### src/inc/ddr2_cmd_regs.svh
`ifndef DDR2_CMD_REGS_SVH
`define DDR2_CMD_REGS_SVH
// How it works
// commands decoded from sampled cs ras cas we cke
// chip select high accepts no new command
// nop leaves ongoing operations undisturbed
// load mode writes register chosen by bank
// controller loads mode only when all idle
// activate opens row until bank precharged
// controller precharges before activating another row
// read starts burst at column a9..a0
// a10 on read precharges after burst
// write burst, a10 precharges after burst
// additive latency delays read and write internally
// mask low stores data, high discards
// precharge one or all, wait precharge time
// other bank access allowed during auto precharge
// controller activates idle bank before access
// precharge idle bank restarts precharge timer
// refresh all idle, internal row counter
// refresh with cke low enters self refresh
// dll off in self refresh, on after
// termination covers data strobe mask lines
// termination set by extended mode, odt input (code: enabled by the odt_cfg_en_in pin, no mode register is read)
// no termination switching in self refresh
// power down termination timing if latencies unmet (code: set only after PD_LAT_CYCLES cycles in power-down)
// per bank open state and open row
`define NUM_BANKS      8
`define ROW_W          14
`define COL_W          10
`define AP_BIT         10
`define NUM_MODE_REGS  4
`define BURST_LEN      4
`define TRP_NS         15
`define CLK_PERIOD_NS  10
`define TRP_CYCLES     ((`TRP_NS + `CLK_PERIOD_NS - 1) / `CLK_PERIOD_NS)
`define TRP_CNT_W      4
`define AL_MAX         7
`define AL_W           3
`define PD_LAT_CYCLES  3
`define MR_RESET       16'h0000
`endif

### src/inc/ddr2_cmd_pkg.sv
package ddr2_cmd_pkg;
  typedef enum logic [3:0] {
    CMD_DESEL, CMD_NOP, CMD_LMR, CMD_ACT, CMD_RD, CMD_WR, CMD_PRE,
    CMD_REF, CMD_SREF, CMD_PDE, CMD_PDX, CMD_SRX, CMD_ILLEGAL
  } cmd_e;
  typedef enum logic [1:0] {
    PWR_ACTIVE, PWR_POWERDOWN, PWR_SELFREF
  } pwr_e;
endpackage

### src/ddr2_cmd_decode.sv
`include "ddr2_cmd_regs.svh"
module ddr2_cmd_decode (
  // command pins, sampled
  input  wire logic             cke_prev_in,
  input  wire logic             cke_in,
  input  wire logic             cs_n_in,
  input  wire logic             ras_n_in,
  input  wire logic             cas_n_in,
  input  wire logic             we_n_in,
  // decoded command
  output ddr2_cmd_pkg::cmd_e    cmd_out
);
  always_comb begin
    cmd_out = ddr2_cmd_pkg::CMD_ILLEGAL;
    if (cke_prev_in && !cke_in) begin
      if (cs_n_in || (ras_n_in && cas_n_in && we_n_in)) cmd_out = ddr2_cmd_pkg::CMD_PDE;
      else if (!ras_n_in && !cas_n_in && we_n_in) cmd_out = ddr2_cmd_pkg::CMD_SREF;
    end else if (!cke_prev_in && cke_in) begin
      if (cs_n_in || (ras_n_in && cas_n_in && we_n_in)) cmd_out = ddr2_cmd_pkg::CMD_PDX;
    end else if (!cke_prev_in) begin
      cmd_out = ddr2_cmd_pkg::CMD_NOP;
    end else if (cs_n_in) begin
      cmd_out = ddr2_cmd_pkg::CMD_DESEL;
    end else begin
      unique case ({ras_n_in, cas_n_in, we_n_in})
        3'b111: cmd_out = ddr2_cmd_pkg::CMD_NOP;
        3'b000: cmd_out = ddr2_cmd_pkg::CMD_LMR;
        3'b011: cmd_out = ddr2_cmd_pkg::CMD_ACT;
        3'b101: cmd_out = ddr2_cmd_pkg::CMD_RD;
        3'b100: cmd_out = ddr2_cmd_pkg::CMD_WR;
        3'b010: cmd_out = ddr2_cmd_pkg::CMD_PRE;
        3'b001: cmd_out = ddr2_cmd_pkg::CMD_REF;
        3'b110: cmd_out = ddr2_cmd_pkg::CMD_ILLEGAL;
      endcase
    end
  end
endmodule

### src/ddr2_cmd_bank_odt.sv
`include "ddr2_cmd_regs.svh"
module ddr2_cmd_bank_odt (
  // clock, reset, enable
  input  wire logic                    core_clk_in,
  input  wire logic                    resetn_in,
  input  wire logic                    clk_en_in,
  // command pins
  input  wire logic                    cke_in,
  input  wire logic                    cs_n_in,
  input  wire logic                    ras_n_in,
  input  wire logic                    cas_n_in,
  input  wire logic                    we_n_in,
  input  wire logic [2:0]              ba_in,
  input  wire logic [`ROW_W-1:0]       addr_in,
  // write data mask and termination
  input  wire logic                    dm_in,
  input  wire logic                    wdata_valid_in,
  input  wire logic                    odt_in,
  // configuration
  input  wire logic [`AL_W-1:0]        additive_latency_in,
  input  wire logic                    odt_cfg_en_in,
  // array access
  output logic                         acc_valid_out,
  output logic                         acc_write_out,
  output logic [2:0]                   acc_bank_out,
  output logic [`ROW_W-1:0]            acc_row_out,
  output logic [`COL_W-1:0]            acc_col_out,
  output logic                         wr_store_out,
  output logic                         refresh_out,
  output logic [`ROW_W-1:0]            refresh_row_out,
  // state
  output logic [`NUM_BANKS-1:0]        bank_open_out,
  output logic [`NUM_BANKS-1:0]        bank_ready_out,
  output logic                         self_refresh_out,
  output logic                         power_down_out,
  output logic                         dll_on_out,
  output logic                         odt_active_out,
  output logic                         odt_pd_timing_out,
  output logic [15:0]                  mode_reg_out [`NUM_MODE_REGS]
);
  ddr2_cmd_pkg::cmd_e cmd;
  ddr2_cmd_pkg::pwr_e pwr_reg;
  logic                          cke_prev_reg;
  logic [`ROW_W-1:0]             open_row_reg [`NUM_BANKS];
  logic [`TRP_CNT_W-1:0]         trp_cnt_reg  [`NUM_BANKS];
  logic [`NUM_BANKS-1:0]         ap_pend_reg;
  logic [1:0]                    ap_cnt_reg   [`NUM_BANKS];
  // additive latency delay line
  logic [`AL_MAX:0]              dl_valid_reg;
  logic [`AL_MAX:0]              dl_write_reg;
  logic [`AL_MAX:0]              dl_ap_reg;
  logic [2:0]                    dl_bank_reg [`AL_MAX+1];
  logic [`COL_W-1:0]             dl_col_reg  [`AL_MAX+1];
  logic [2:0]                    wr_beats_reg;
  logic [2:0]                    pd_cnt_reg;
  logic                          issued_valid;
  logic                          issued_write;
  logic                          issued_ap;
  logic [2:0]                    issued_bank;
  logic [`COL_W-1:0]             issued_col;

  function automatic logic [`TRP_CNT_W-1:0] trp_load();
    return `TRP_CNT_W'(`TRP_CYCLES);
  endfunction

  // decoder compares cke with its value at the last edge
  ddr2_cmd_decode u_decode (
    .cke_prev_in (cke_prev_reg),
    .cke_in      (cke_in),
    .cs_n_in     (cs_n_in),
    .ras_n_in    (ras_n_in),
    .cas_n_in    (cas_n_in),
    .we_n_in     (we_n_in),
    .cmd_out     (cmd)
  );

  ////////////////////////////////////////////////////////////////////////////
  always_ff @(posedge core_clk_in or negedge resetn_in) begin
    if (!resetn_in) begin
      cke_prev_reg <= 1'b0;
    end else if (clk_en_in) begin
      cke_prev_reg <= cke_in;
    end
  end

  // power state and dll
  always_ff @(posedge core_clk_in or negedge resetn_in) begin
    if (!resetn_in) begin
      pwr_reg          <= ddr2_cmd_pkg::PWR_ACTIVE;
      self_refresh_out <= 1'b0;
      power_down_out   <= 1'b0;
      dll_on_out       <= 1'b1;
    end else if (clk_en_in) begin
      unique case (pwr_reg)
        ddr2_cmd_pkg::PWR_ACTIVE: begin
          if (cmd == ddr2_cmd_pkg::CMD_SREF) begin
            pwr_reg          <= ddr2_cmd_pkg::PWR_SELFREF;
            self_refresh_out <= 1'b1;
            dll_on_out       <= 1'b0;
          end else if (cmd == ddr2_cmd_pkg::CMD_PDE) begin
            pwr_reg        <= ddr2_cmd_pkg::PWR_POWERDOWN;
            power_down_out <= 1'b1;
          end
        end
        ddr2_cmd_pkg::PWR_POWERDOWN: begin
          if (cmd == ddr2_cmd_pkg::CMD_PDX) begin
            pwr_reg        <= ddr2_cmd_pkg::PWR_ACTIVE;
            power_down_out <= 1'b0;
          end
        end
        // exit shares the power-down exit decode
        ddr2_cmd_pkg::PWR_SELFREF: begin
          if (cmd == ddr2_cmd_pkg::CMD_PDX) begin
            pwr_reg          <= ddr2_cmd_pkg::PWR_ACTIVE;
            self_refresh_out <= 1'b0;
            dll_on_out       <= 1'b1;
          end
        end
        default: pwr_reg <= ddr2_cmd_pkg::PWR_ACTIVE;
      endcase
    end
  end

  ////////////////////////////////////////////////////////////////////////////
  // mode registers; a bad load with banks open is the controller's fault
  always_ff @(posedge core_clk_in or negedge resetn_in) begin
    if (!resetn_in) begin
      for (int i = 0; i < `NUM_MODE_REGS; i++) mode_reg_out[i] <= `MR_RESET;
    end else if (clk_en_in && cmd == ddr2_cmd_pkg::CMD_LMR) begin
      mode_reg_out[ba_in[1:0]] <= 16'(addr_in);
    end
  end

  ////////////////////////////////////////////////////////////////////////////
  // additive latency: slot 0 is the issue point, commands enter at slot AL-1
  always_comb begin
    issued_valid = dl_valid_reg[0];
    issued_write = dl_write_reg[0];
    issued_ap    = dl_ap_reg[0];
    issued_bank  = dl_bank_reg[0];
    issued_col   = dl_col_reg[0];
    if (additive_latency_in == '0) begin
      issued_valid = (cmd == ddr2_cmd_pkg::CMD_RD) || (cmd == ddr2_cmd_pkg::CMD_WR);
      issued_write = (cmd == ddr2_cmd_pkg::CMD_WR);
      issued_ap    = addr_in[`AP_BIT];
      issued_bank  = ba_in;
      issued_col   = addr_in[`COL_W-1:0];
    end
  end

  always_ff @(posedge core_clk_in or negedge resetn_in) begin
    if (!resetn_in) begin
      dl_valid_reg <= '0;
      dl_write_reg <= '0;
      dl_ap_reg    <= '0;
      for (int i = 0; i <= `AL_MAX; i++) begin
        dl_bank_reg[i] <= 3'h0;
        dl_col_reg[i]  <= '0;
      end
    end else if (clk_en_in) begin
      for (int i = 0; i < `AL_MAX; i++) begin
        dl_valid_reg[i] <= dl_valid_reg[i+1];
        dl_write_reg[i] <= dl_write_reg[i+1];
        dl_ap_reg[i]    <= dl_ap_reg[i+1];
        dl_bank_reg[i]  <= dl_bank_reg[i+1];
        dl_col_reg[i]   <= dl_col_reg[i+1];
      end
      dl_valid_reg[`AL_MAX] <= 1'b0;
      // a latency change to zero drops commands still in flight
      if (additive_latency_in != '0 &&
          (cmd == ddr2_cmd_pkg::CMD_RD || cmd == ddr2_cmd_pkg::CMD_WR)) begin
        dl_valid_reg[additive_latency_in-1'b1] <= 1'b1;
        dl_write_reg[additive_latency_in-1'b1] <= (cmd == ddr2_cmd_pkg::CMD_WR);
        dl_ap_reg[additive_latency_in-1'b1]    <= addr_in[`AP_BIT];
        dl_bank_reg[additive_latency_in-1'b1]  <= ba_in;
        dl_col_reg[additive_latency_in-1'b1]   <= addr_in[`COL_W-1:0];
      end
    end
  end

  // array access strobe
  always_ff @(posedge core_clk_in or negedge resetn_in) begin
    if (!resetn_in) begin
      acc_valid_out <= 1'b0;
      acc_write_out <= 1'b0;
      acc_bank_out  <= 3'h0;
      acc_row_out   <= '0;
      acc_col_out   <= '0;
    end else if (clk_en_in) begin
      acc_valid_out <= issued_valid;
      if (issued_valid) begin
        acc_write_out <= issued_write;
        acc_bank_out  <= issued_bank;
        acc_row_out   <= open_row_reg[issued_bank];
        acc_col_out   <= issued_col;
      end
    end
  end

  ////////////////////////////////////////////////////////////////////////////
  // bank state; tRP counts from the latest precharge to each bank
  always_ff @(posedge core_clk_in or negedge resetn_in) begin
    if (!resetn_in) begin
      bank_open_out  <= '0;
      bank_ready_out <= '1;
      ap_pend_reg    <= '0;
      for (int b = 0; b < `NUM_BANKS; b++) begin
        open_row_reg[b] <= '0;
        trp_cnt_reg[b]  <= '0;
        ap_cnt_reg[b]   <= 2'h0;
      end
    end else if (clk_en_in) begin
      for (int b = 0; b < `NUM_BANKS; b++) begin
        if (trp_cnt_reg[b] > 1) begin
          trp_cnt_reg[b] <= trp_cnt_reg[b] - 1'b1;
        end else if (trp_cnt_reg[b] == 1) begin
          trp_cnt_reg[b]    <= '0;
          bank_ready_out[b] <= 1'b1;
        end
        if (ap_pend_reg[b]) begin
          if (ap_cnt_reg[b] == 2'h0) begin
            ap_pend_reg[b]    <= 1'b0;
            bank_open_out[b]  <= 1'b0;
            bank_ready_out[b] <= 1'b0;
            trp_cnt_reg[b]    <= trp_load();
          end else begin
            ap_cnt_reg[b] <= ap_cnt_reg[b] - 1'b1;
          end
        end
        if (cmd == ddr2_cmd_pkg::CMD_PRE && (addr_in[`AP_BIT] || ba_in == 3'(b))) begin
          bank_open_out[b]  <= 1'b0;
          bank_ready_out[b] <= 1'b0;
          ap_pend_reg[b]    <= 1'b0;
          trp_cnt_reg[b]    <= trp_load();
        end
      end
      if (issued_valid && issued_ap) begin
        ap_pend_reg[issued_bank] <= 1'b1;
        ap_cnt_reg[issued_bank]  <= 2'(`BURST_LEN / 2 - 1);
      end
      // refused inside tRP, but wins over an auto precharge closing the same bank in the same cycle
      if (cmd == ddr2_cmd_pkg::CMD_ACT &&
          bank_ready_out[ba_in]) begin
        bank_open_out[ba_in] <= 1'b1;
        open_row_reg[ba_in]  <= addr_in;
      end
    end
  end

  ////////////////////////////////////////////////////////////////////////////
  // write mask: only unmasked beats reach the array
  always_ff @(posedge core_clk_in or negedge resetn_in) begin
    if (!resetn_in) begin
      wr_store_out <= 1'b0;
      wr_beats_reg <= 3'h0;
    end else if (clk_en_in) begin
      if (issued_valid && issued_write) begin
        wr_beats_reg <= 3'(`BURST_LEN);
      end else if (wdata_valid_in && wr_beats_reg != 3'h0) begin
        wr_beats_reg <= wr_beats_reg - 1'b1;
      end
      // a stray beat outside a burst must not hit a stale column
      wr_store_out <= wdata_valid_in && !dm_in &&
                      wr_beats_reg != 3'h0;
    end
  end

  // refresh with internal row counter; address pins ignored
  always_ff @(posedge core_clk_in or negedge resetn_in) begin
    if (!resetn_in) begin
      refresh_out     <= 1'b0;
      refresh_row_out <= '0;
    end else if (clk_en_in) begin
      refresh_out <= (cmd == ddr2_cmd_pkg::CMD_REF);
      if (cmd == ddr2_cmd_pkg::CMD_REF || pwr_reg == ddr2_cmd_pkg::PWR_SELFREF) begin
        refresh_row_out <= refresh_row_out + 1'b1;
      end
    end
  end

  ////////////////////////////////////////////////////////////////////////////
  // termination; pd_cnt tracks whether power-down latencies are met
  always_ff @(posedge core_clk_in or negedge resetn_in) begin
    if (!resetn_in) begin
      odt_active_out    <= 1'b0;
      odt_pd_timing_out <= 1'b0;
      pd_cnt_reg        <= 3'h0;
    end else if (clk_en_in) begin
      // covers dq, strobes and the single mask line with one enable
      odt_active_out <= odt_cfg_en_in && odt_in &&
                        pwr_reg != ddr2_cmd_pkg::PWR_SELFREF;
      // no exit latency kept: normal timing one cycle after exit
      if (pwr_reg == ddr2_cmd_pkg::PWR_POWERDOWN) begin
        if (pd_cnt_reg != 3'(`PD_LAT_CYCLES)) pd_cnt_reg <= pd_cnt_reg + 1'b1;
      end else begin
        pd_cnt_reg <= 3'h0;
      end
      odt_pd_timing_out <= pwr_reg == ddr2_cmd_pkg::PWR_POWERDOWN &&
                           pd_cnt_reg == 3'(`PD_LAT_CYCLES);
    end
  end
endmodule

### config.mk
export PLATFORM = sky130hd
export DESIGN_NAME = ddr2_cmd_bank_odt
export DESIGN_NICKNAME = d
export VERILOG_FILES = /design/src/inc/ddr2_cmd_pkg.sv /design/src/ddr2_cmd_decode.sv /design/src/ddr2_cmd_bank_odt.sv
export VERILOG_INCLUDE_DIRS = /design/src /design/src/inc
export SDC_FILE = /design/constraint.sdc
export NUM_CORES = 1
export LEC_CHECK = 0
export CAP_MARGIN = 40
export CORE_ASPECT_RATIO = 1.25
export CORE_MARGIN = 4
export CORE_UTILIZATION = 55
export DETAILED_ROUTE_END_ITERATION = 12
export DONT_BUFFER_PORTS = 1
export GPL_TIMING_DRIVEN = 0
export PLACE_DENSITY = 0.8
export SLEW_MARGIN = 40
export SYNTH_ARGS = -nofsm -noshare
export SYNTH_HDL_FRONTEND = slang
export SYNTH_SLANG_ARGS = --single-unit
### constraint.sdc
create_clock -name core_clk_in -period 5.7 [get_ports core_clk_in]
set_clock_uncertainty 0.1 [all_clocks]
set_input_delay 0.855 -clock core_clk_in [delete_from_list [all_inputs] [get_ports core_clk_in]]
set_output_delay 0.855 -clock core_clk_in [all_outputs]
set_load 0.02 [all_outputs]
Word-level counts from Yosys, hierarchy flattened
Memory sizes are Yosys's and may differ from the RTL's.
Index checks and enable logic that the tools add are counted.
Operators by class
  reduce and logical (&&, ||, !) cells: 74
  order comparisons: 22
  add/subtract/negate cells: 20
  bitwise operators: 10
  mux-type cells: 232
  equal/unequal tests: 37
Operator list (count)
  $mux W4: 45
  $mux W1: 117
  $bwmux W112: 1
  $bwmux W80: 1
  $mux W80: 1
  $bwmux W64: 1
  $mux W2: 28
  $bmux W14 S3: 1
  $demux W14 S3: 1
  $mux W14: 3
  $demux W16 S2: 1
  $eq A4 B1 Y1 const B: 8
  $gt A4 B1 Y1 const B: 8
  $logic_and A1 B1 Y1: 32
  $mux W16: 2
  $sub A4 B1 Y4 const B: 8
  $demux W10 S3: 1
  $bwmux W24: 1
  $mux W24: 1
  $mux W3: 8
  $mux W8: 3
  $or A8 B8 Y8: 3
  $mux W10: 2
  $logic_not A2 Y1: 9
  other kinds (45): 109
Storage, ports and cells
  register bits after elaboration: 435
  output and inout bits: 130
  bits of input ports: 32
  memories: 1
  bits in read-only memories: 32
  word-level logic and storage cells: 465
Memory list
  (name not given): depth 8, bits a word 4, rd ports 1, clocked after Yosys merged registers in 0, write ports 0, line ddr2_cmd_decode.sv:25  | unique case ({ras_n_in, cas_n_in, we_n_in})

Longest topological paths before layout
  word-level depth: 12
  gate-level depth with buffers: 11
  depth with buffers taken out: 8

Modules after synthesis
From an unflattened synthesis, not the netlist that was laid out.
Second synthesis, totals
  cells, all modules: 1762
  area total of the unflattened synthesis: 19859.0 sq um
Modules (own cells, without submodules)
  ddr2_cmd_bank_odt: area each 19693.9 sq um, sequential area each 10696.5 sq um, instances 1, cells an instance 1740
  ddr2_cmd_decode: area each 165.2 sq um, sequential area each 0.0 sq um, instances 1, cells an instance 22

Worst setup path after synthesis
OpenSTA, ideal clock, no wires.
  path kind: input to register
  start: input we_n_in
  end: register dl_ap_reg[1]
  data arrival time: 2.789 ns
  cell stages on the path: 11
  setup slack: 2.674 ns
  cell sequence: inv_1 ha_1 mux2i_1 nand4_1 nand2b_1 buf_6 or4_1 buf_6 buf_8 mux2i_1 a21oi_1
Between the ends
  longest elaborated chain between the ends: 9
Ends and longest elaborated chain
  from (decl): line ddr2_cmd_bank_odt.sv:12  | input wire logic we_n_in,
  $mem_v2 Z8 W4 or $logic_and A1 B1 Y1 (tied branches)
  $mux W4 or $logic_or A1 B1 Y1 (tied branches): line ddr2_cmd_decode.sv:22, ddr2_cmd_decode.sv:16, ddr2_cmd_decode.sv:19
  $mux W4 or $mux W3 (tied branches): line ddr2_cmd_decode.sv:20, ddr2_cmd_decode.sv:19
  $mux W4: line ddr2_cmd_decode.sv:18  | end else if (!cke_prev_in && cke_in) begin
  $mux W4 (*): line ddr2_cmd_decode.sv:15  | if (cke_prev_in && !cke_in) begin
  $eq A4 B3 Y1: line ddr2_cmd_bank_odt.sv:171  | (cmd == ddr2_cmd_pkg::CMD_RD || cmd == ddr2_cmd_pkg::CMD_WR)) begin
  $logic_or A1 B1 Y1 (*): line ddr2_cmd_bank_odt.sv:171
  $logic_and A1 B1 Y1 (*): line ddr2_cmd_bank_odt.sv:170  | if (additive_latency_in != '0 &&
  $mux W7 (*): line ddr2_cmd_bank_odt.sv:170
  to (signal, indexed assignment): line ddr2_cmd_bank_odt.sv:164  | dl_ap_reg[i] <= dl_ap_reg[i+1];
  to (signal, indexed assignment): line ddr2_cmd_bank_odt.sv:174  | dl_ap_reg[additive_latency_in-1'b1] <= addr_in[`AP_BIT];
  to (decl): line ddr2_cmd_bank_odt.sv:51  | logic [`AL_MAX:0] dl_ap_reg;
Mark *: on every way between the ends. The rest lies on a longest branch, timed or not.
A chain may end at the register's enable or synchronous reset.

Worst setup path after layout
  start: input additive_latency_in[0]
  end: register acc_row_out[2]
Between the ends
  longest elaborated chain between the ends: 6
Ends and longest elaborated chain
  from (decl): line ddr2_cmd_bank_odt.sv:20  | input wire logic [`AL_W-1:0] additive_latency_in,
  $logic_not A3 Y1 (*): line ddr2_cmd_bank_odt.sv:142  | if (additive_latency_in == '0) begin
  $mux W3: line ddr2_cmd_bank_odt.sv:142
  $not A3 Y4 (not written as such): line ddr2_cmd_bank_odt.sv:194  | acc_row_out <= open_row_reg[issued_bank];
  $bmux W14 S3: line ddr2_cmd_bank_odt.sv:194
  $mux W14 (not written as such) (2 in series): line ddr2_cmd_bank_odt.sv:194
  to (signal assigned): line ddr2_cmd_bank_odt.sv:194
  to (decl): line ddr2_cmd_bank_odt.sv:26  | output logic [`ROW_W-1:0] acc_row_out,
Mark *: on every way between the ends. The rest lies on a longest branch, timed or not. The select of a mux whose other input is x is not followed.

==> results.ini <==
[placed_design]
dpl_cell_area_um2=20500
dp_hpwl_um=36600
post-place-ws_ns=1.78
place_congestion=0.918
numPortBuffers=0

[sta]
slew_headroom_pct=26.3
drv_slew=0
rsz0062_at_grt=false
finalHoldViolCount=10
setup_tns_ns=0
timing.fmax_mhz=281
finalSetupViolCount=0
period_share_pct=62.5
setup_ws_ns=2.14
tightest_slew_ns=1.11
hold_slack_ns=-0.0130
layout_min_cycle_time_ns=3.56

[outcome]
violations=hold timing
run_status=complete, but fails checks

[layout]
finalCoreUtilization_pct=61.6
syn_to_final_growth_pct=10.3
layout-drive-gt1-share_pct=19.2
nets=1877
largest_reg_flops=112
fillers=2706
final_area_um2=21900

[worst_hold_path]
hp-class=primary input to asynchronous set/reset pin

[critical_path]
cp-end-kind=flop
required_ns=6.08
crit_type=primary input to flop
arrival_ns=3.94
critPathLaunchType=primary input
critPathMaxFanout=10

[clocking]
post_cts_buffers=0
clk_pin_slew_ns=0.06
clock-sinks=427
ctsHtreeMaxLevel=2
root_buffer=clkbuf_16
cts_tree=yes
clock_latency_ns=0.56
cts.repair.resized=0
cts_made_buffers=43
cts_buffer_depth=3

[yosys]
yosysTopAreaCell=dfrtp_1
yosys_warnings=0
synthCells=1764
synth_top_family_by_area=multiplexers
ys.flop_type=dfrtp_1
synth-edff-count=0
async_flop_share_pct=100
synth_seq_area_share_pct=53.9
synth_compound_area_share_pct=10.7
synthSimpleGateAreaFrac_pct=10.1
synth.top_cell.area_share_pct=52.7
synthAdderAreaFrac_pct=1.77
synth_xor_xnor_area_share_pct=0.618
syn_area_per_cell_um2=11.3
yosysUniqueCellTypes=71
synth-seq-cells=427
post_synth_instance_area_um2=19800
muxShareOfSynthArea_pct=18.8
netlist_top_cells_area=dfrtp_1 (53%), mux2_2 (12%), mux2i_1 (6.6%)

[global_route]
grt_pass1_wl_um=82600
track_usage_pct=27.0
grt_pass1_vias=14788
grt_max_degree=428
grt_overflow_total=0
antenna_found_initial=2

[die]
core_area_um2=35600
io_pins=162
dieArea_um2=39200
initial_core_util_pct=55.8
die_h_um=220
die_w_um=178
fp-row-count=77

[power]
ir_drop_uv=235
power.density_nw_per_um2=375
p_leak_uw=0.0103

[detailed_routing]
vias=14462
drtIter0Drc=1351
drc=0
drtPass1Iterations=9
post_drt_wl_per_cell_um=23.2
ant_nets=0
vias_per_cell=6.23
totalWireLength_um=53900

[flow_run]
drv_cap=0

## metal layers
metal  up-vias  wire [um]  GRT usage, %
met5         -         13             0
met4         2       2750          14.0
met3       173       4560          6.29
met2       657      26700          45.1
met1      7284      19900          32.8
li1       6346          -             -
## cells by family after synthesis
| kind of cell | after synthesis |
|---|---|
| compound gates | 348 |
| xor+xnor | 14 |
| fa+ha+maj | 28 |
| buf+inv | 171 |
| flops | 427 |
| mux | 346 |
| other cells | 1 |
| simple gates | 429 |
## report_power, final
group | total, uW | internal, uW | switching [uW]
Combinational | 1470 | 605 | 860
Clock | 2750 | 1550 | 1190
Sequential | 4000 | 3470 | 536
## placed cells by master, fill, tap and decap left out, drive strengths merged, types with 8 or more instances in the layout
cell	count
dfrtp	418
mux2	216
nor2	167
clkbuf	144
a21oi	135
mux2i	130
nand2	127
o21ai	80
buf	48
inv	44
a22oi	32
ha	28
nand3	22
nor3	20
and3	18
nand4	17
a31oi	16
nor3b	12
xnor2	12
a21o	11
nand3b	9
dfstp	9
o21a	8
conb	8
clkinv	8
## cell type report
class / count / area [um2] / share of cell area [%]
flip-flops and latches: 427 / 10700 / 48.9
clock inverters: 14 / 116 / 0.532
well taps: 474 / 593 / 2.71
multi-input cells: 1173 / 8430 / 38.5
repair buffers: 1 / 27.5 / 0.126
plain buffers: 131 / 648 / 2.96
clock buffers: 60 / 1230 / 5.62
inverters: 40 / 150 / 0.686
diodes: 1 / 2.50 / 0.0114
## cell usage after synthesis, drive strengths merged, types with 8 or more instances
cell	n
a22oi	32
a31oi	16
nor2	167
ha	28
a21o	11
nand3	22
and3	18
mux2	216
a21oi	135
o21a	8
dfrtp	418
nand4	17
o21ai	80
nand3b	9
clkbuf	84
nor3	20
dfstp	9
mux2i	130
xnor2	12
nand2	127
buf	47
nor3b	12
inv	40
## through the flow
step,total power (uW),instances,hold slack [ns]
floorplan,5000,1771,0.349
global placement,5330,2245,0.364
detailed placement,5460,2245,0.387
CTS,8200,2319,-0.103
global route,8600,2320,-0.0717
finish,8220,2321,-0.0130
## critical path: stages
cell	delay, ns
inv_2	0.07
ha_1	0.33
nand2b_1	0.18
clkbuf_1	0.46
nand2_1	0.25
o21ai_0	0.59
clkbuf_1	0.62
a22oi_1	0.23
nand3_1	0.19
mux2_2	0.17
## worst paths after layout
check | startpoint | end | slack [ns] | depth (start not counted)
worst max-delay path | additive_latency_in[0] | acc_row_out[2] | 2.14 | 10
worst min-delay path | resetn_in | trp_cnt_reg[27] | -0.01 | 0
worst max register to register | cke_prev_reg | open_row_reg[93] | 2.71 | 7
worst min register to register | dl_bank_reg[2] | dl_bank_reg[2] | 0.40 | 2
max in group asynchronous | resetn_in | trp_cnt_reg[26] | 4.60 | 1
min in group core_clk_in | dm_in | wr_store_out | 0.28 | 1
Note: power is estimated with default switching activity, not from simulation.
